`config.mk`:
```
export PLATFORM = sky130hd
export DESIGN_NAME = ca_bus_training
export DESIGN_NICKNAME = d
export VERILOG_FILES = /design/src/rtl/cbt_pkg.sv /design/src/rtl/train_if.sv /design/src/rtl/vref_strobe_capture.sv /design/src/rtl/ca_echo.sv /design/src/rtl/ca_bus_training.sv
export SDC_FILE = /design/constraint.sdc
export NUM_CORES = 1
export LEC_CHECK = 0
export BUFFER_PORTS_ARGS = -buffer_cell sky130_fd_sc_hd__buf_2
export CAP_MARGIN = 10
export CORE_ASPECT_RATIO = 1.1
export CORE_MARGIN = 8
export CORE_UTILIZATION = 29
export CTS_CLUSTER_SIZE = 14
export DETAILED_ROUTE_END_ITERATION = 10
export GPL_ROUTABILITY_DRIVEN = 0
export PLACE_DENSITY_LB_ADDON = 0.05
export SETUP_SLACK_MARGIN = 0.5
export SLEW_MARGIN = 20
export SYNTH_ARGS = -nofsm -noshare
export SYNTH_HDL_FRONTEND = slang
export SYNTH_SLANG_ARGS = --single-unit
```
`constraint.sdc`:
```
create_clock -name clk_i -period 2.63 [get_ports clk_i]
set_input_delay 0 -clock clk_i [delete_from_list [all_inputs] [get_ports clk_i]]
set_output_delay 0 -clock clk_i [all_outputs]
set_load 0.01 [all_outputs]
```
`src/rtl/cbt_pkg.sv`:
```
package cbt_pkg;

  // Clock
  localparam int CLK_PERIOD_NS = 40;

  // Mode register addresses
  localparam logic [5:0] MR_TERM_ADDR = 6'h0B;
  localparam logic [5:0] MR_VREF_ADDR = 6'h0C;
  localparam logic [5:0] MR_TRAIN_ADDR = 6'h0D;

  // Field positions
  localparam int OP_BANK_BIT = 7;
  localparam int WR_BANK_BIT = 6;
  localparam int TRAIN_EN_BIT = 0;
  localparam int VREF_RANGE_BIT = 6;

  // Widths
  localparam int VREF_W = 7;
  localparam int ODT_W = 3;
  localparam int CA_W = 6;
  localparam int DQ_W = 8;
  localparam int CNT_W = 4;

  // Reset values
  localparam logic [7:0] TRAINING_CONTROL_MODE_REGISTER_RST = 8'h00;
  localparam logic [6:0] CA_VREF_MODE_REGISTER_RST = 7'h4D;
  localparam logic [2:0] TERMINATION_MODE_REGISTER_RST = 3'h0;

  // Times in ns
  localparam int MODE_REG_SET_DELAY_NS = 20;
  localparam int MODE_WRITE_DELAY_NS = 20;
  localparam int TRAIN_ENTRY_DELAY_NS = 250;
  localparam int ASYNC_ECHO_DELAY_NS = 20;

  // Least time rounds up, longest rounds down, never below one cycle
  localparam int MRD_CYC = (MODE_REG_SET_DELAY_NS + CLK_PERIOD_NS - 1)
                           / CLK_PERIOD_NS;
  localparam int MRW_CYC = (MODE_WRITE_DELAY_NS + CLK_PERIOD_NS - 1)
                           / CLK_PERIOD_NS;
  localparam int ENTRY_CYC = (TRAIN_ENTRY_DELAY_NS + CLK_PERIOD_NS - 1)
                             / CLK_PERIOD_NS;
  localparam int ECHO_CYC_RAW = ASYNC_ECHO_DELAY_NS / CLK_PERIOD_NS;
  localparam int ECHO_CYC = (ECHO_CYC_RAW < 1) ? 1 : ECHO_CYC_RAW;

  // Counts and windows
  localparam int STROBE_EDGES_MIN = 2;
  localparam int VALID_WINDOW_DEF = 4;

  typedef enum logic [2:0] {
    ST_NORMAL,
    ST_ARMED,
    ST_TRAIN,
    ST_EXIT,
    ST_LEAVE
  } train_state_type;

endpackage

```
`src/rtl/train_if.sv`:
```
`timescale 1ns/1ps
interface train_if;
  import cbt_pkg::*;
  logic vref_en;
  logic dqs;
  logic [VREF_W-1:0] dq_in;
  logic [VREF_W-1:0] vref_tmp;
  logic vref_tmp_ok;
  logic echo_en;
  logic cs;
  logic [CA_W-1:0] ca;
  logic [DQ_W-1:0] echo_dq;
  logic echo_drive;

  modport ctrl (output vref_en, dqs, dq_in, echo_en, cs, ca,
                input vref_tmp, vref_tmp_ok, echo_dq, echo_drive);
  modport strobe (input vref_en, dqs, dq_in,
                  output vref_tmp, vref_tmp_ok);
  modport echo (input echo_en, cs, ca, output echo_dq, echo_drive);
endinterface

```
`src/rtl/vref_strobe_capture.sv`:
```
`timescale 1ns/1ps
module vref_strobe_capture
  import cbt_pkg::*;
(
  // Clock and reset
  input wire logic clk_i,
  input wire logic rst_n_i,
  // Link to controller
  train_if.strobe tif
);

  logic dqs_q, dqs_d;
  logic [1:0] edges_q, edges_d;
  logic [VREF_W-1:0] val_q, val_d;
  logic ok_q, ok_d;
  logic edge_seen;

  always_comb begin
    dqs_d = tif.dqs;
    edge_seen = tif.vref_en && (tif.dqs != dqs_q);
    edges_d = edges_q;
    val_d = val_q;
    ok_d = ok_q;
    if (!tif.vref_en) begin // [RULE14]
      edges_d = 2'h0;
      ok_d = 1'b0;
    end else if (edge_seen) begin
      // First edge may be unstable; later edges overwrite
      val_d = tif.dq_in; // [RULE15]
      if (edges_q != 2'h3) begin
        edges_d = edges_q + 2'h1;
      end
      if (edges_q >= 2'(STROBE_EDGES_MIN - 1)) begin
        ok_d = 1'b1;
      end
    end
  end

  always_ff @(posedge clk_i or negedge rst_n_i) begin
    if (!rst_n_i) begin
      dqs_q <= 1'b0;
      edges_q <= 2'h0;
      val_q <= 7'h00;
      ok_q <= 1'b0;
    end else begin
      dqs_q <= dqs_d;
      edges_q <= edges_d;
      val_q <= val_d;
      ok_q <= ok_d;
    end
  end

  assign tif.vref_tmp = val_q;
  assign tif.vref_tmp_ok = ok_q;
endmodule

```
`src/rtl/ca_echo.sv`:
```
`timescale 1ns/1ps
module ca_echo
  import cbt_pkg::*;
#(
  parameter int VALID_WINDOW = VALID_WINDOW_DEF
) (
  // Clock and reset
  input wire logic clk_i,
  input wire logic rst_n_i,
  // Link to controller
  train_if.echo tif
);

  logic [CA_W-1:0] ca_q, ca_d;
  logic [CNT_W-1:0] win_q, win_d;
  logic tog_q, tog_d;
  logic drive_d;

  // Outputs are next values; the caller registers them
  always_comb begin
    ca_d = ca_q;
    win_d = win_q;
    drive_d = 1'b0;
    if (tif.echo_en && tif.cs) begin // [RULE11]
      ca_d = tif.ca;
      win_d = CNT_W'(VALID_WINDOW - 1);
      drive_d = 1'b1;
    end else if (tif.echo_en && win_q != '0) begin
      win_d = win_q - 1'b1;
      drive_d = 1'b1;
    end else if (!tif.echo_en) begin
      win_d = '0;
    end
    tog_d = drive_d ? !tog_q : tog_q; // [RULE13]
  end

  always_ff @(posedge clk_i or negedge rst_n_i) begin
    if (!rst_n_i) begin
      ca_q <= 6'h00;
      win_q <= 4'h0;
      tog_q <= 1'b0;
    end else begin
      ca_q <= ca_d;
      win_q <= win_d;
      tog_q <= tog_d;
    end
  end

  // Pin 6 carries no meaning while driven
  assign tif.echo_dq = {tog_d, 1'b0, ca_d}; // [RULE12]
  assign tif.echo_drive = drive_d;
endmodule

```
`src/rtl/ca_bus_training.sv`:
```
`timescale 1ns/1ps
// How it works
// [RULE1] Power-up selects operating bank zero
// [RULE2] Controller sets write bank one first
// [RULE3] Clock enable low swaps to alternate bank
// [RULE4] Clock enable high restores original bank
// [RULE5] Trained reference values are not retained
// [RULE6] Controller selects this variant via bit seven
// [RULE7] Mode writes set training enable bit
// [RULE8] Clock enable low only after set delay
// [RULE9] Strobes capture data pins; termination stays on
// [RULE10] Pins five to zero input level
// [RULE11] Pins five to zero echo captured command
// [RULE12] Pin six range in, meaningless out
// [RULE13] Pin seven toggles during valid window
// [RULE14] Reference accepted after entry delay only
// [RULE15] Data pin n maps to bit n
// [RULE16] Controller waits long settle before relying
// [RULE17] Latched command values echoed on data
// [RULE18] Clearing enable exits after write delay
// [RULE19] Entry from idle or self refresh
// [RULE20] Single rank: frequency changes around training
// [RULE21] Multi rank: train terminating die first
// [RULE22] Terminating rank termination toggled around training
// [RULE23] Controller writes trained values after exit
// [RULE24] Controller waits 250 ns before patterns
// [RULE25] Echo appears within 20 ns
module ca_bus_training
  import cbt_pkg::*;
#(
  parameter int VALID_WINDOW = VALID_WINDOW_DEF
) (
  // Clock and reset
  input wire logic clk_i,
  input wire logic rst_n_i,
  // Decoded mode write (both parts joined)
  input wire logic mrw_valid_i,
  input wire logic [5:0] mrw_addr_i,
  input wire logic [7:0] mrw_data_i,
  // Command bus
  input wire logic cke_i,
  input wire logic cs_i,
  input wire logic [CA_W-1:0] ca_i,
  // Strobe and data pins
  input wire logic dqs_i,
  input wire logic [DQ_W-1:0] dq_i,
  output logic [DQ_W-1:0] dq_o,
  output logic [DQ_W-1:0] dq_oe_n_o,
  // Status
  output logic op_bank_o,
  output logic write_bank_o,
  output logic training_o,
  output logic ready_o,
  output logic [VREF_W-1:0] vref_o,
  output logic dqs_odt_en_o,
  output logic [ODT_W-1:0] dqs_odt_o
);

  localparam int MRW_CYC_I = MRW_CYC;

  train_if tif ();

  train_state_type state_q, state_d;
  logic [CNT_W-1:0] cnt_q, cnt_d;
  logic [7:0] training_control_mode_register_q, training_control_mode_register_d;
  logic entry_done;
  logic mrw_take;
  logic wr13, wr12, wr11;
  logic [VREF_W-1:0] ca_vref_mode_register_w [2];
  logic [ODT_W-1:0] termination_mode_register_w [2];

  logic [DQ_W-1:0] dq_q, dq_d;
  logic [DQ_W-1:0] oe_n_q, oe_n_d;
  logic bank_q, bank_d;
  logic train_q, train_d;
  logic ready_q, ready_d;
  logic [VREF_W-1:0] vref_q, vref_d;
  logic odt_en_q, odt_en_d;
  logic [ODT_W-1:0] odt_q, odt_d;

  // Command decode is off while clock enable is low
  assign mrw_take = mrw_valid_i && cke_i;
  assign wr13 = mrw_take && (mrw_addr_i == MR_TRAIN_ADDR);
  assign wr12 = mrw_take && (mrw_addr_i == MR_VREF_ADDR);
  assign wr11 = mrw_take && (mrw_addr_i == MR_TERM_ADDR);
  assign entry_done = (cnt_q >= CNT_W'(ENTRY_CYC));

  // Per-bank reference and termination registers
  for (genvar b = 0; b < 2; b++) begin : g_bank
    logic [VREF_W-1:0] vref_reg_q, vref_reg_d;
    logic [ODT_W-1:0] odt_reg_q, odt_reg_d;
    logic sel;
    always_comb begin
      sel = (training_control_mode_register_q[WR_BANK_BIT] == 1'(b));
      vref_reg_d = (wr12 && sel) ? mrw_data_i[VREF_W-1:0] : vref_reg_q;
      odt_reg_d = (wr11 && sel) ? mrw_data_i[ODT_W-1:0] : odt_reg_q;
    end
    always_ff @(posedge clk_i or negedge rst_n_i) begin
      if (!rst_n_i) begin
        vref_reg_q <= CA_VREF_MODE_REGISTER_RST;
        odt_reg_q <= TERMINATION_MODE_REGISTER_RST;
      end else begin
        vref_reg_q <= vref_reg_d;
        odt_reg_q <= odt_reg_d;
      end
    end
    assign ca_vref_mode_register_w[b] = vref_reg_q;
    assign termination_mode_register_w[b] = odt_reg_q;
  end

  // Training sequence
  always_comb begin
    state_d = state_q;
    cnt_d = cnt_q;
    training_control_mode_register_d = wr13 ? mrw_data_i : training_control_mode_register_q;
    case (state_q)
      ST_NORMAL: begin
        // Arming needs clock enable high, so not from power down
        if (wr13 && mrw_data_i[TRAIN_EN_BIT]) begin // [RULE19]
          state_d = ST_ARMED;
          cnt_d = '0;
        end
      end
      ST_ARMED: begin
        if (cnt_q < CNT_W'(MRD_CYC)) begin
          cnt_d = cnt_q + 1'b1;
        end
        if (wr13 && !mrw_data_i[TRAIN_EN_BIT]) begin
          state_d = ST_NORMAL;
        end else if (!cke_i && cnt_q >= CNT_W'(MRD_CYC)) begin
          // Early drop of clock enable is not honoured
          state_d = ST_TRAIN; // [RULE3]
          cnt_d = '0;
        end
      end
      ST_TRAIN: begin
        if (!entry_done) begin
          cnt_d = cnt_q + 1'b1;
        end
        if (cke_i) begin
          state_d = ST_EXIT; // [RULE4]
          cnt_d = '0;
        end
      end
      ST_EXIT: begin
        if (wr13 && !mrw_data_i[TRAIN_EN_BIT]) begin
          state_d = ST_LEAVE; // [RULE18]
          cnt_d = '0;
        end else if (!cke_i) begin
          state_d = ST_TRAIN;
          cnt_d = '0;
        end
      end
      ST_LEAVE: begin
        cnt_d = cnt_q + 1'b1;
        if (cnt_q >= CNT_W'(MRW_CYC - 1)) begin
          state_d = ST_NORMAL; // [RULE18]
          cnt_d = '0;
        end
      end
      default: begin
        state_d = ST_NORMAL;
        cnt_d = '0;
      end
    endcase
  end

  always_ff @(posedge clk_i or negedge rst_n_i) begin
    if (!rst_n_i) begin
      state_q <= ST_NORMAL;
      cnt_q <= 4'h0;
      training_control_mode_register_q <= TRAINING_CONTROL_MODE_REGISTER_RST; // [RULE1]
    end else begin
      state_q <= state_d;
      cnt_q <= cnt_d;
      training_control_mode_register_q <= training_control_mode_register_d;
    end
  end

  // Sub-block hookup
  assign tif.vref_en = (state_q == ST_TRAIN) && entry_done; // [RULE14]
  assign tif.dqs = dqs_i;
  assign tif.dq_in = dq_i[VREF_W-1:0]; // [RULE15]
  assign tif.echo_en = (state_q == ST_TRAIN) && entry_done;
  assign tif.cs = cs_i;
  assign tif.ca = ca_i;

  vref_strobe_capture u_strobe (
    .clk_i(clk_i),
    .rst_n_i(rst_n_i),
    .tif(tif.strobe)
  );

  ca_echo #(
    .VALID_WINDOW(VALID_WINDOW)
  ) u_echo (
    .clk_i(clk_i),
    .rst_n_i(rst_n_i),
    .tif(tif.echo)
  );

  // Registered pin and status outputs
  always_comb begin
    train_d = (state_d == ST_TRAIN);
    // Alternate bank only while clock enable is low in training
    bank_d = training_control_mode_register_d[OP_BANK_BIT] ^ train_d; // [RULE3] [RULE4]
    ready_d = (state_d == ST_NORMAL);
    // Temporary reference is dropped once training ends
    if (train_d && tif.vref_tmp_ok) begin
      vref_d = tif.vref_tmp; // [RULE14]
    end else begin
      vref_d = ca_vref_mode_register_w[bank_d]; // [RULE5]
    end
    odt_en_d = train_d; // [RULE9]
    odt_d = termination_mode_register_w[bank_d]; // [RULE9]
    // Echo reaches the pins one edge after chip select
    dq_d = tif.echo_dq; // [RULE17] [RULE25]
    oe_n_d = tif.echo_drive ? 8'h00 : 8'hFF; // [RULE10] [RULE11]
  end

  always_ff @(posedge clk_i or negedge rst_n_i) begin
    if (!rst_n_i) begin
      dq_q <= 8'h00;
      oe_n_q <= 8'hFF;
      bank_q <= 1'b0;
      train_q <= 1'b0;
      ready_q <= 1'b1;
      vref_q <= CA_VREF_MODE_REGISTER_RST;
      odt_en_q <= 1'b0;
      odt_q <= TERMINATION_MODE_REGISTER_RST;
    end else begin
      dq_q <= dq_d;
      oe_n_q <= oe_n_d;
      bank_q <= bank_d;
      train_q <= train_d;
      ready_q <= ready_d;
      vref_q <= vref_d;
      odt_en_q <= odt_en_d;
      odt_q <= odt_d;
    end
  end

  assign dq_o = dq_q;
  assign dq_oe_n_o = oe_n_q;
  assign op_bank_o = bank_q;
  assign write_bank_o = training_control_mode_register_q[WR_BANK_BIT];
  assign training_o = train_q;
  assign ready_o = ready_q;
  assign vref_o = vref_q;
  assign dqs_odt_en_o = odt_en_q;
  assign dqs_odt_o = odt_q;
endmodule

```
# After elaboration in Yosys (flattened, before gate mapping)
# Index checks and enable logic that the tools add are counted.
dict set report classes {
  reduce_logical 26
  add_sub_neg 3
  eq_ne 17
  n_lt_le_gt_ge 6
  muxes 40
  n_bitwise 3
}
# op count
set op_table {}
lappend op_table {{4-bit two-way mux} 12}
lappend op_table {{3-bit two-way mux} 10}
lappend op_table {{7-bit two-way mux} 4}
lappend op_table {{4-bit one-hot mux with 5 select lines} 1}
lappend op_table {{6-bit by 4-bit == test with 1-bit output (second input constant)} 3}
lappend op_table {{1-bit logical AND} 16}
lappend op_table {{8-bit two-way mux} 2}
lappend op_table {{3-bit one-hot mux with 5 select lines} 1}
lappend op_table {{2-bit != test (second input constant)} 5}
lappend op_table {{3-bit by 2-bit == test with 1-bit output (second input constant)} 3}
lappend op_table {{3-bit != test (second input constant)} 3}
lappend op_table {{4-bit by 1-bit greater-or-equal comparator with 1-bit output (second input constant)} 2}
lappend op_table {{3-bit zero test} 2}
lappend op_table {{1-bit two-way mux} 6}
lappend op_table {{2-bit two-way mux} 3}
lappend op_table {{6-bit two-way mux} 1}
lappend op_table {{2-bit AND reduction} 3}
lappend op_table {{4-bit by 1-bit adder with 4-bit output (second input constant)} 1}
lappend op_table {{4-bit by 3-bit greater-or-equal comparator with 1-bit output (second input constant)} 1}
lappend op_table {{4-bit by 1-bit < comparator with 1-bit output (second input constant)} 1}
lappend op_table {{4-bit nonzero test} 1}
lappend op_table {{4-bit by 1-bit subtractor with 4-bit output (second input constant)} 1}
lappend op_table {{3-bit by 1-bit == test with 1-bit output (second input constant)} 1}
lappend op_table {{3-bit == test (second input constant)} 1}
lappend op_table {{9 further kinds} 11}
dict set report totals {
  elab_cells 117
  regBits 85
  in_bits 34
}

# Logic depth before layout (Yosys ltp)
# Gate-level depths: netlist of the first run.
dict set report depth {
  depth_word 12
  ltp_mapped 8
  depth_no_buf 7
}

# By module
# A second synthesis of the first run with hierarchy kept.
dict set report hier_totals {
  hier_cells 276
  hier_area_um2 3457.1
}
# module instances cells_per_inst seq_area_each_um2 area_each_um2
set by_module_without_submodules {}
lappend by_module_without_submodules {ca_bus_training 1 201 1293.7 2444.8}
lappend by_module_without_submodules {ca_echo 1 41 275.3 523.0}
lappend by_module_without_submodules {vref_strobe_capture 1 34 275.3 489.2}

# Worst setup path before layout of the first run
# No wires, ideal clock.
dict set report synth_timing {
  path_type {flip-flop to flip-flop}
  from {register cnt_q[0]}
  to {register odt_q[0], in the netlist dqs_odt_o[0]}
  setup_ps 125
  path_buffers 0
  arrival_ps 1941
  path_stages_with_launch 8
  required_time_ps 2505
  setup_slack_ps 564
  period_less_slack_ps 2066
  cell_sequence {dfrtp_1 -> inv_1 -> ha_1 -> or3b_2 -> o221ai_4 -> inv_2 -> xnor2_2 -> mux2_2}
}
dict set report synth_between {
  elab_chain_cells 11
  elab_cells_between_ends 13
  classes_between {order compare (2); eq/ne (1); mux (7); bitwise (2); reduce/logical (1)}
}
# element line_no
set synth_rtl {}
lappend synth_rtl {{start, declared} ca_bus_training.sv:64} ;# logic [CNT_W-1:0] cnt_q, cnt_d;
lappend synth_rtl {{start signal, assigned} ca_bus_training.sv:175} ;# cnt_q <= cnt_d;
lappend synth_rtl {{4-bit by 1-bit greater-or-equal comparator with 1-bit output} ca_bus_training.sv:130} ;# end else if (!cke_i && cnt_q >= CNT_W'(MRD_CYC)) begin
lappend synth_rtl {{1-bit logical AND} ca_bus_training.sv:130}
lappend synth_rtl {{3-bit two-way mux} ca_bus_training.sv:130}
lappend synth_rtl {{3-bit two-way mux} ca_bus_training.sv:128} ;# if (wr13 && !mrw_data_i[TRAIN_EN_BIT]) begin
lappend synth_rtl {{3-bit one-hot mux with 5 select lines *} ca_bus_training.sv:116} ;# case (state_q)
lappend synth_rtl {{3-bit by 2-bit == test with 1-bit output *} ca_bus_training.sv:204} ;# train_d = (state_d == ST_TRAIN);
lappend synth_rtl {{1-bit bitwise XOR *} ca_bus_training.sv:206} ;# bank_d = training_control_mode_register_d[OP_BANK_BIT] ^ train_d;
lappend synth_rtl {{named net bank_d} ca_bus_training.sv:74} ;# logic bank_q, bank_d;
lappend synth_rtl {{1-bit inverter with 2-bit output (implied by the code) *} ca_bus_training.sv:215} ;# odt_d = termination_mode_register_w[bank_d];
lappend synth_rtl {{3-bit two-way mux (implied by the code) * (3 in series)} ca_bus_training.sv:215}
lappend synth_rtl {{named net odt_d[0]} ca_bus_training.sv:79} ;# logic [ODT_W-1:0] odt_q, odt_d;
lappend synth_rtl {{end signal, assigned} ca_bus_training.sv:239} ;# odt_q <= odt_d;
lappend synth_rtl {{end, declared} ca_bus_training.sv:79}
# The timed path passes the listed nets; every way through them passes the cells marked *. The select of a mux whose other input is x is not followed.
# A chain may end at the register's enable or synchronous reset.

# Worst setup path in the final report of the first run
# Ends and elaborated chain as after synthesis.

==> run_results.csv, run 1 <==
group,metric,value,unit
final_layout,area_delta_synth_final,32.4,%
sta,fin_hold_ws,0.0430,ns
floorplanning,fp.dieArea,0.0146,sq mm
logic_synthesis,syn-cell-area,0.00319,sq mm
global_route,pin_count_of_the_biggest_net_entering_global_routing,40,
logic_synthesis,synth_fp_nets,316,
place,dpl.hpwl,5240,um
setup_path,worst-path-max-fanout,5,
sta,tightest_pin_transition,0.648,ns
sta,period_minus_slack,2.02,ns
logic_synthesis,synth.area.mux_share,17.3,%
setup_path,register_to_register_path_setup_slack,0.61,ns
setup_path,crit-reg2reg-capture,"dqs_odt_o[0]",
place,io_buffer_count,62,
cts,cts-root-buf,"sky130_fd_sc_hd__clkbuf_16",
power_and_ir_drop,vdd_drop_max,0.000370,V
place,dp_cells,473,
logic_synthesis,ys_dominant_reg_cell,"sky130_fd_sc_hd__dfrtp_1",
final_layout,postLayoutCellArea,0.00423,sq mm
logic_synthesis,yosysUniqueCellTypes,45,
place,postPlaceCellArea,0.00362,sq mm
setup_path,cp.depth,7,
logic_synthesis,yosys_warnings,0,
job,timing.max_cap.violations,0,
setup_path,worst-endpoint-arrival,2.24,ns
sta,timing.final.ws_setup,0.607,ns
logic_synthesis,post_synthesis_register_bit_count,65,
global_route,grt_first_pass_wirelength,12200,um
final_layout,layout.cells.most_common,"sky130_fd_sc_hd__buf_2",
routing,route.antenna.remaining_nets,0,
final_layout,share_of_cells_above_drive_strength_1,41.9,%
power_and_ir_drop,cellLeakagePower,2.02,nW
setup_path,timing.critical_path.cells,"inv_1 -> ha_1 -> or3b_4 -> o221ai_4 -> inv_2 -> xnor2_4 -> mux2_2",
global_route,vias_in_the_first_global_route,2312,
final_layout,final_cell_mix,"62 x sky130_fd_sc_hd__buf_2, 50 x sky130_fd_sc_hd__dfrtp_1, 40 x sky130_fd_sc_hd__mux2_2",
logic_synthesis,synthArstFlopShare,100,%
setup_path,cp_top_family,"flip-flops",
setup_path,crit_path_end,"dqs_odt_o[0]",
routing,route.vias.total,2298,
global_route,groute.usage.overall,10.7,%
power_and_ir_drop,power_density,730,mW/mm^2
sta,fin_worst_skew,0.00766,ns
setup_path,startpoint_type,"register",
cts,clock_tree.htree_level_count,3,
worst_hold_path,whs_path_depth,3,
setup_path,cp.buffers_inverters,2,
sta,final.setup.tns,0,ns
floorplanning,floorplan.core_area,0.0108,sq mm
setup_path,critPathMaxStageDelay,0.42,ns
place,dpl_worst_slack,0.363,ns
logic_synthesis,postSynthAreaPerCell,11.6,sq um
floorplanning,initial_core_util,29.5,%
cts,numCtsBuffers,9,
cts,clk_pin_slew,0.06,ns
floorplanning,die_width,116,um
logic_synthesis,sequential_to_total_area_share_from_yosys_stat,51.5,%
cts,cts-root-to-sink-buffers,2,
floorplanning,fp-row-count,40,
setup_path,cp_data_required_time,2.84,ns
final_layout,instances_no_fill,512,
logic_synthesis,synth-compound-area-share,8.66,%
setup_path,r2r-start,"cnt_q[0]",
routing,wl_per_cell,14.4,um
logic_synthesis,synth_adder_area_share,2.35,%
cts,tritoncts,"done",
sta,grt_setup_unrepaired,"yes",
setup_path,timing.setup.critical_path_class,"reg -> reg",
sta,drv_slew,0,
logic_synthesis,dominant_combinational_cell_family_by_area_after_synthesis,"multiplexers",
routing,detailedRoute.firstPassIterationCount,4,
final_layout,n_antenna_cell,0,
cts,clk_latency,0.33,ns
logic_synthesis,synth_xor_xnor_area_share,1.88,%
sta,finalCritPeriodShare,76.9,%
global_route,grt_overflow_total,0,
setup_path,worstSetupEndpointType,"register",
routing,dr.first_iter.drc_count,63,
logic_synthesis,synth_enable_flop_cells,0,
sta,timing.max_slew.rel_slack,56.8,%
floorplanning,die_height,126,um
setup_path,slowest_stage,"sky130_fd_sc_hd__dfrtp_1",
floorplanning,design.portCount,65,
worst_hold_path,hp-class,"in -> reg",
final_layout,finalNetCount,400,
routing,post_drt_via_cell_ratio,4.49,
logic_synthesis,synth_simple_gate_area_share,12.9,%
global_route,antenna_found_initial,0,
logic_synthesis,netlist_instances,276,
routing,drt_drc_violations_left,0,
setup_path,critical_path.startpoint,"cnt_q[0]",
sta,achievable-frequency,0.494,GHz
setup_path,worst-r2r-cell-count,7,
sta,finalSetupViolations,0,
sta,timing.final.hold_violations,0,
routing,totalWireLength,7390,um
run_status,run_status,"completed",
cts,cts.sinks,65,
## worst min-delay path, delay by kind of cell
family	cells	cell delay, ns
simple gates	2	0.24
buf+inv	1	0.10
## synth_stat cells (2+ instances only)
cell type | count | area [sq um]
sky130_fd_sc_hd__a21oi_1 | 7 | 35.0
sky130_fd_sc_hd__a221o_1 | 2 | 20.0
sky130_fd_sc_hd__and3_1 | 3 | 18.8
sky130_fd_sc_hd__and4b_1 | 2 | 20.0
sky130_fd_sc_hd__buf_4 | 12 | 90.1
sky130_fd_sc_hd__clkbuf_1 | 4 | 15.0
sky130_fd_sc_hd__dfrtp_1 | 51 | 1280
sky130_fd_sc_hd__dfstp_2 | 14 | 368
sky130_fd_sc_hd__ha_1 | 6 | 75.1
sky130_fd_sc_hd__inv_1 | 12 | 45.0
sky130_fd_sc_hd__mux2_2 | 40 | 450
sky130_fd_sc_hd__mux2i_1 | 8 | 80.1
sky130_fd_sc_hd__nand2_1 | 17 | 63.8
sky130_fd_sc_hd__nand3_1 | 7 | 35.0
sky130_fd_sc_hd__nor2_1 | 25 | 93.8
sky130_fd_sc_hd__nor2b_1 | 2 | 12.5
sky130_fd_sc_hd__nor3_1 | 5 | 25.0
sky130_fd_sc_hd__nor3b_1 | 4 | 30.0
sky130_fd_sc_hd__nor4_1 | 4 | 25.0
sky130_fd_sc_hd__o21ai_0 | 15 | 75.1
sky130_fd_sc_hd__o22ai_1 | 6 | 37.5
sky130_fd_sc_hd__o31ai_1 | 2 | 15.0
sky130_fd_sc_hd__or3b_2 | 2 | 17.5
sky130_fd_sc_hd__xnor2_1 | 5 | 43.8
## state kept, by name (all words and copies together) (netlist names), 3 cells and up
register and cells:
dqs_odt_o 3, g_bank.vref_reg_q 14, state_q 3, vref_o 7
u_echo.ca_q 5, u_echo.win_q 4, u_strobe.tif.vref_tmp 7, cnt_q 4
g_bank.odt_reg_q 6
## power breakdown
group          switching (mW)  internal (mW)
Clock                   0.479          0.936
Combinational           0.266          0.254
Sequential             0.0671           1.08
Total                   0.812           2.27
## metal layers
layer  wire length (um)  global-route usage (%)  vias up
li1                   -                       -     1135
met1               3610                    14.2     1112
met2               3280                    15.0       40
met3                343                    3.63       11
met4                155                    5.12        0
met5                  0                       0        -
## worst min-delay path by stage
stage	startpoint	slack (ns)	to
after CTS	mrw_data_i[0]	0.03	state_q[2]
after global routing	mrw_data_i[0]	0.05	state_q[2]
after floorplan	rst_n_i	-0.30	cnt_q[0]
after detailed placement	rst_n_i	0.07	state_q[2]
final	mrw_data_i[0]	0.04	state_q[2]
after global placement	rst_n_i	0.08	state_q[2]
## per-stage QoR
stage	utilization [%]	total power [mW]
detailed placement	33.5	1.64
global placement	33.5	1.64
floorplan	-	1.48
global route	39.1	3.24
finish	39.1	3.08
CTS	39.0	3.13
## final cells by class
type                            instances  area (sq um)
Clock buffer                            9           225
Sequential cell                        65          1650
Inverter                               13          48.8
Fill cell                            1115          6580
Timing Repair Buffer                   91           596
Tap cell                              147           184
Clock inverter                          7           125
Multi-Input combinational cell        180          1400
## logic make-up (layout without fill, tap and decap cells)
group	Yosys count	count (layout)
muxes	49	49
AOI/OAI and AO/OA	40	40
xor gates and xnor gates	6	6
other	1	1
adders and majority gates	6	6
DFF	65	65
and+or+nand+nor	78	78
buffers and inverters	31	120
## repair_timing
item | CTS | global route
buffers inserted | 1 | 0
hold buffers | 22 | 0
pin swaps | 1 | 2
endpoints found under the setup margin | 3 | 8
resized for setup | 1 | 3
hold endpoints to repair | 53 | 0
Note: power is estimated with default switching activity, not from simulation.
==> run 2, diff against run 1 <==
clock period = 1.8 ns   (was 2.63 ns; I/O delays follow)
==> run 2 against run 1 <==
Compared with the run above:
- the run now ends with negative setup slack left
- largest power group unchanged
- die area stayed put
- hold slack worse by 0.014 ns
- register-to-register slack worse by 0.75 ns
- count of clock-buffer cells in the layout is 1 higher
- final cell count is 7.4% higher
- sequential share of layout area is 5.2 points lower
==> run_results.csv, run 2 (synthesis results as in run 1) <==
group,metric,value,unit
sta,timing.final.hold_violations,0,
final_layout,max_flop_register,"g_bank.vref_reg_q",
sta,finalCritPeriodShare,108,%
run_status,violations,"negative setup slack",
power_and_ir_drop,power_density,1020,mW/mm^2
final_layout,final_cell_mix,"62 x sky130_fd_sc_hd__buf_2, 48 x sky130_fd_sc_hd__dfrtp_1, 35 x sky130_fd_sc_hd__buf_4",
sta,fin_hold_ws,0.0288,ns
global_route,use_met2,17.4,%
place,dpl.hpwl,5610,um
routing,totalWireLength,7960,um
worst_hold_path,hp-class,"in -> reg",
routing,route.vias.total,2457,
floorplanning,fp-row-count,40,
place,io_buffer_count,62,
global_route,pin_count_of_the_biggest_net_entering_global_routing,42,
setup_path,slowest_stage,"sky130_fd_sc_hd__dfrtp_1",
floorplanning,fp.dieArea,0.0146,sq mm
setup_path,startpoint_type,"register",
sta,finalSetupViolations,19,
floorplanning,die_height,126,um
sta,achievable-frequency,0.516,GHz
sta,fin_worst_skew,0.00644,ns
power_and_ir_drop,cellLeakagePower,2.34,nW
cts,cts-root-buf,"sky130_fd_sc_hd__clkbuf_16",
place,dpl_worst_slack,-0.210,ns
final_layout,n_antenna_cell,0,
global_route,antenna_found_initial,0,
floorplanning,floorplan.core_area,0.0108,sq mm
sta,tightest_pin_transition,0.525,ns
setup_path,cp_data_required_time,2.01,ns
cts,cts.sinks,65,
sta,timing.final.ws_setup,-0.138,ns
floorplanning,initial_core_util,29.5,%
setup_path,timing.critical_path.cells,"inv_1 -> ha_1 -> or3b_4 -> o221ai_4 -> inv_2 -> xnor2_4 -> mux2_4",
sta,timing.max_slew.rel_slack,64.7,%
routing,detailedRoute.firstPassIterationCount,5,
floorplanning,design.portCount,65,
routing,route.antenna.remaining_nets,0,
cts,cts-root-to-sink-buffers,2,
final_layout,n_fill_cell,1035,
cts,clock_tree.htree_level_count,3,
setup_path,timing.setup.critical_path_class,"reg -> reg",
global_route,grt.met3_usage,3.54,%
global_route,vias_in_the_first_global_route,2551,
run_status,run_status,"finished with violations",
global_route,groute.layer.met1.usage,14.4,%
setup_path,critPathMaxStageDelay,0.41,ns
global_route,groute.usage.overall,11.3,%
setup_path,worst-path-max-fanout,4,
job,timing.max_cap.violations,0,
setup_path,cp.buffers_inverters,2,
cts,clk_pin_slew,0.06,ns
routing,wl_per_cell,14.5,um
final_layout,finalNetCount,438,
final_layout,layout.cells.most_common,"sky130_fd_sc_hd__buf_2",
setup_path,worstSetupEndpointType,"register",
setup_path,worst-endpoint-arrival,2.15,ns
setup_path,cp_top_family,"flip-flops",
cts,tritoncts,"done",
cts,clk_latency,0.33,ns
global_route,grt_first_pass_wirelength,13000,um
cts,numCtsBuffers,9,
power_and_ir_drop,vdd_drop_max,0.000495,V
sta,period_minus_slack,1.94,ns
routing,post_drt_via_cell_ratio,4.47,
final_layout,flip_flop_count_of_the_largest_register_after_layout,14,
sta,grt_setup_unrepaired,"yes",
final_layout,area_delta_synth_final,53.1,%
routing,dr.first_iter.drc_count,52,
global_route,grt_overflow_total,0,
floorplanning,die_width,116,um
global_route,grt_most_used_layer,"met2",
sta,drv_slew,0,
routing,drt_drc_violations_left,0,
final_layout,share_of_cells_above_drive_strength_1,56.6,%
==> run 2: changes by cell type in the layout (fill, tap and decap cells not counted), sizes merged <==
| cell | delta |
|---|---|
| inv | -1 |
| buf | +38 |
| clkbuf | +1 |
==> run 2: path summary, 6_finish.rpt <==
check,endpoint,from,depth (start not counted),slack [ns]
worst min register to register,dq_o[7],dq_o[7],1,0.47
worst max-delay path,dqs_odt_o[2],cnt_q[0],7,-0.14
max in group asynchronous,dq_oe_n_o[6],rst_n_i,3,1.14
min in group asynchronous,cnt_q[2],rst_n_i,2,0.09
worst min-delay path,g_bank[0].vref_reg_q[0],mrw_data_i[0],3,0.03
worst max register to register,dqs_odt_o[2],cnt_q[0],7,-0.14
==> run 2: stage by stage <==
stage | utilization [%] | TNS (ns) | power [mW] | area (sq um) | instances
final | 45.2 | -1.56 | 5.01 | 4890 | 550
after global routing | 45.2 | -3.80 | 5.26 | 4890 | 550
after CTS | 42.8 | -1.91 | 4.90 | 4630 | 542
after detailed placement | 36.0 | -2.12 | 2.64 | 3890 | 497
after global placement | 36.0 | -1.66 | 2.64 | 3890 | 497
after floorplan | - | -0.772 | 2.22 | 3260 | 276
==> run 2: worst register-to-register path: stages, from the launching register on <==
cell                       delay (ns)
sky130_fd_sc_hd__dfrtp_1         0.41
sky130_fd_sc_hd__inv_1           0.07
sky130_fd_sc_hd__ha_1            0.15
sky130_fd_sc_hd__or3b_4          0.40
sky130_fd_sc_hd__o221ai_4        0.16
sky130_fd_sc_hd__inv_2           0.09
sky130_fd_sc_hd__xnor2_4         0.23
sky130_fd_sc_hd__mux2_4          0.33
==> run 2: metal layers <==
| layer | up-vias | share of wire (%) | routed length (um) |
|---|---|---|---|
| met5 | - | 0 | 0 |
| met4 | 0 | 1.4 | 109 |
| met3 | 8 | 4.6 | 369 |
| met2 | 43 | 46 | 3650 |
| met1 | 1189 | 48 | 3840 |
| li1 | 1217 | - | - |
==> run 2: layout make-up <==
type	count	area, sq um	area share (%)
multi-input cells	180	1710	34.9
flip-flops and latches	65	1650	33.7
repair buffers	129	950	19.4
clock buffers	10	239	4.89
well taps	147	184	3.76
clock inverters	6	113	2.30
inverters	13	48.8	0.998
==> run 2: what timing repair did <==
| action | CTS | global route |
|---|---|---|
| buffers inserted | 7 | 8 |
| pin swaps | 12 | 10 |
| gates resized for setup | 29 | 40 |
| hold endpoints to repair | 88 | 0 |
| hold buffers | 22 | 0 |
| setup endpoints to repair | 48 | 51 |
==> run 2: report_power, final <==
| part | switching (mW) | total, mW | internal (mW) |
|---|---|---|---|
| clock network | 0.664 | 2.06 | 1.40 |
| logic | 0.596 | 1.28 | 0.688 |
| registers | 0.0829 | 1.67 | 1.58 |
==> run 3, diff against run 2 <==
SKIP_CTS_REPAIR_TIMING = 1   (was not set)
TNS_END_PERCENT = 5   (was not set)
==> run 3 against run 2 <==
Compared with the run above:
- the run still ends with negative setup slack left
- via count is 2.5% lower
- non-clock buffer count is 16 lower
- register-to-register slack worse by 0.03 ns
- utilization is 3.6 points lower
- critical endpoint is now dqs_odt_o[0]
- sequential share of layout area is 2.9 points higher
- clock skew is 0.0022 ns lower
- combinational power is 13% lower
- worst setup slack worse by 0.033 ns
- sequential cell count stayed put
==> run_results.csv, run 3 (synthesis results as in run 1) <==
group,metric,value,unit
run_status,run_status,"finished with violations",
run_status,violations,"negative setup slack",
cts,numCtsBuffers,9,
setup_path,worst-path-max-fanout,4,
floorplanning,floorplan.core_area,0.0108,sq mm
place,dpl.hpwl,5460,um
cts,cts-root-buf,"sky130_fd_sc_hd__clkbuf_16",
power_and_ir_drop,vdd_drop_max,0.000401,V
floorplanning,die_width,116,um
cts,clk_pin_slew,0.06,ns
final_layout,postLayoutCellArea,0.00450,sq mm
cts,clock_tree.htree_level_count,3,
power_and_ir_drop,design_power_total,4.55,mW
setup_path,timing.setup.critical_path_class,"reg -> reg",
floorplanning,design.portCount,65,
global_route,vias_in_the_first_global_route,2407,
place,dp_cells,493,
sta,finalSetupViolations,19,
job,timing.max_cap.violations,0,
final_layout,instances_no_fill,534,
final_layout,area_delta_synth_final,40.8,%
sta,finalCritPeriodShare,109,%
place,io_buffer_count,62,
sta,drv_slew,0,
setup_path,startpoint_type,"register",
final_layout,multi_input_comb_area,0.00154,sq mm
place,postPlaceCellArea,0.00381,sq mm
routing,route.vias.total,2395,
global_route,grt_overflow_total,0,
final_layout,n_antenna_cell,0,
sta,timing.max_slew.rel_slack,61.3,%
final_layout,max_flop_register,"g_bank.vref_reg_q",
global_route,grt_first_pass_wirelength,12200,um
power_and_ir_drop,cellLeakagePower,2.13,nW
cts,cts.sinks,65,
sta,tightest_pin_transition,0.581,ns
floorplanning,fp-row-count,40,
cts,tritoncts,"done",
final_layout,ff_latch_area,0.00165,sq mm
sta,period_minus_slack,1.97,ns
worst_hold_path,hp-class,"in -> reg",
final_layout,layout.cells.most_common,"sky130_fd_sc_hd__buf_2",
routing,dr.first_iter.drc_count,71,
routing,wl_per_cell,14.4,um
setup_path,worstSetupEndpointType,"register",
sta,timing.final.hold_violations,0,
final_layout,finalNetCount,422,
routing,drt_drc_violations_left,0,
sta,fin_worst_skew,0.00420,ns
routing,route.antenna.remaining_nets,0,
final_layout,fin_util,41.6,%
global_route,pin_count_of_the_biggest_net_entering_global_routing,32,
floorplanning,initial_core_util,29.5,%
routing,detailedRoute.firstPassIterationCount,4,
final_layout,share_of_cells_above_drive_strength_1,50.1,%
final_layout,flip_flop_count_of_the_largest_register_after_layout,14,
routing,post_drt_via_cell_ratio,4.49,
routing,totalWireLength,7720,um
final_layout,n_fill_cell,1074,
floorplanning,die_height,126,um
power_and_ir_drop,power_density,1010,mW/mm^2
setup_path,cp_data_required_time,2.01,ns
final_layout,final_cell_mix,"62 x sky130_fd_sc_hd__buf_2, 49 x sky130_fd_sc_hd__dfrtp_1, 37 x sky130_fd_sc_hd__mux2_2",
cts,clk_latency,0.33,ns
setup_path,worst-endpoint-arrival,2.18,ns
sta,timing.final.ws_setup,-0.171,ns
setup_path,register_to_register_path_setup_slack,-0.17,ns
global_route,groute.usage.overall,10.8,%
sta,achievable-frequency,0.507,GHz
cts,cts-root-to-sink-buffers,2,
global_route,antenna_found_initial,0,
sta,grt_setup_unrepaired,"yes",
floorplanning,fp.dieArea,0.0146,sq mm
==> run 3: cell types whose count changed in the layout (fill, tap and decap cells not counted), sizes merged <==
cell,delta
clkinv,+1
bufinv,-2
clkinvlp,+2
buf,-16
inv,-1
==> run 3: final cells by class <==
type,count,area share (%)
Timing Repair Buffer,113,17.2
Clock inverter,6,1.50
Tap cell,147,4.09
Inverter,13,1.09
Sequential cell,65,36.6
Multi-Input combinational cell,180,34.2
Clock buffer,10,5.31
==> run 3: final timing paths <==
path | from | endpoint | cells after the start
setup / recovery | cnt_q[0] | dqs_odt_o[0] | 7
hold reg to reg | dq_o[7] | dq_o[7] | 1
setup reg to reg | cnt_q[0] | dqs_odt_o[0] | 7
hold / removal | mrw_addr_i[2] | g_bank[0].odt_reg_q[0] | 4
min in group asynchronous | rst_n_i | cnt_q[2] | 2
max in group asynchronous | rst_n_i | vref_o[6] | 3
==> run 3: metal layers <==
metal | track usage (%) | vias up | part of all wire [%] | wire [um]
li1 | - | 1186 | - | -
met1 | 13.7 | 1147 | 46 | 3580
met5 | 0 | - | 0 | 0
met3 | 3.06 | 9 | 5.1 | 395
met4 | 6.19 | 0 | 2.1 | 163
met2 | 15.9 | 53 | 46 | 3580
==> run 3: worst max-delay path, stage by stage, from the launching register on <==
cell and delay, ns:
sky130_fd_sc_hd__dfrtp_1 0.41, sky130_fd_sc_hd__inv_2 0.09, sky130_fd_sc_hd__ha_4 0.13, sky130_fd_sc_hd__or3b_4 0.40, sky130_fd_sc_hd__o221ai_4 0.19, sky130_fd_sc_hd__inv_2 0.09, sky130_fd_sc_hd__xnor2_4 0.23, sky130_fd_sc_hd__mux2_4 0.32
==> run 3: power breakdown <==
group	switching (mW)	total, mW	internal, mW
combinational	0.533	1.11	0.572
sequential	0.0822	1.67	1.58
clock	0.668	1.78	1.11
==> run 3: through the flow <==
| step | setup TNS, ns | hold WS [ns] | setup WS [ns] |
|---|---|---|---|
| detailed placement | -3.54 | 0.0404 | -0.226 |
| global placement | -2.45 | 0.0376 | -0.189 |
| finish | -1.43 | 0.0528 | -0.171 |
| CTS | -3.97 | -0.320 | -0.234 |
| floorplan | -0.841 | -0.296 | -0.140 |
| global route | -3.09 | 0.0675 | -0.259 |
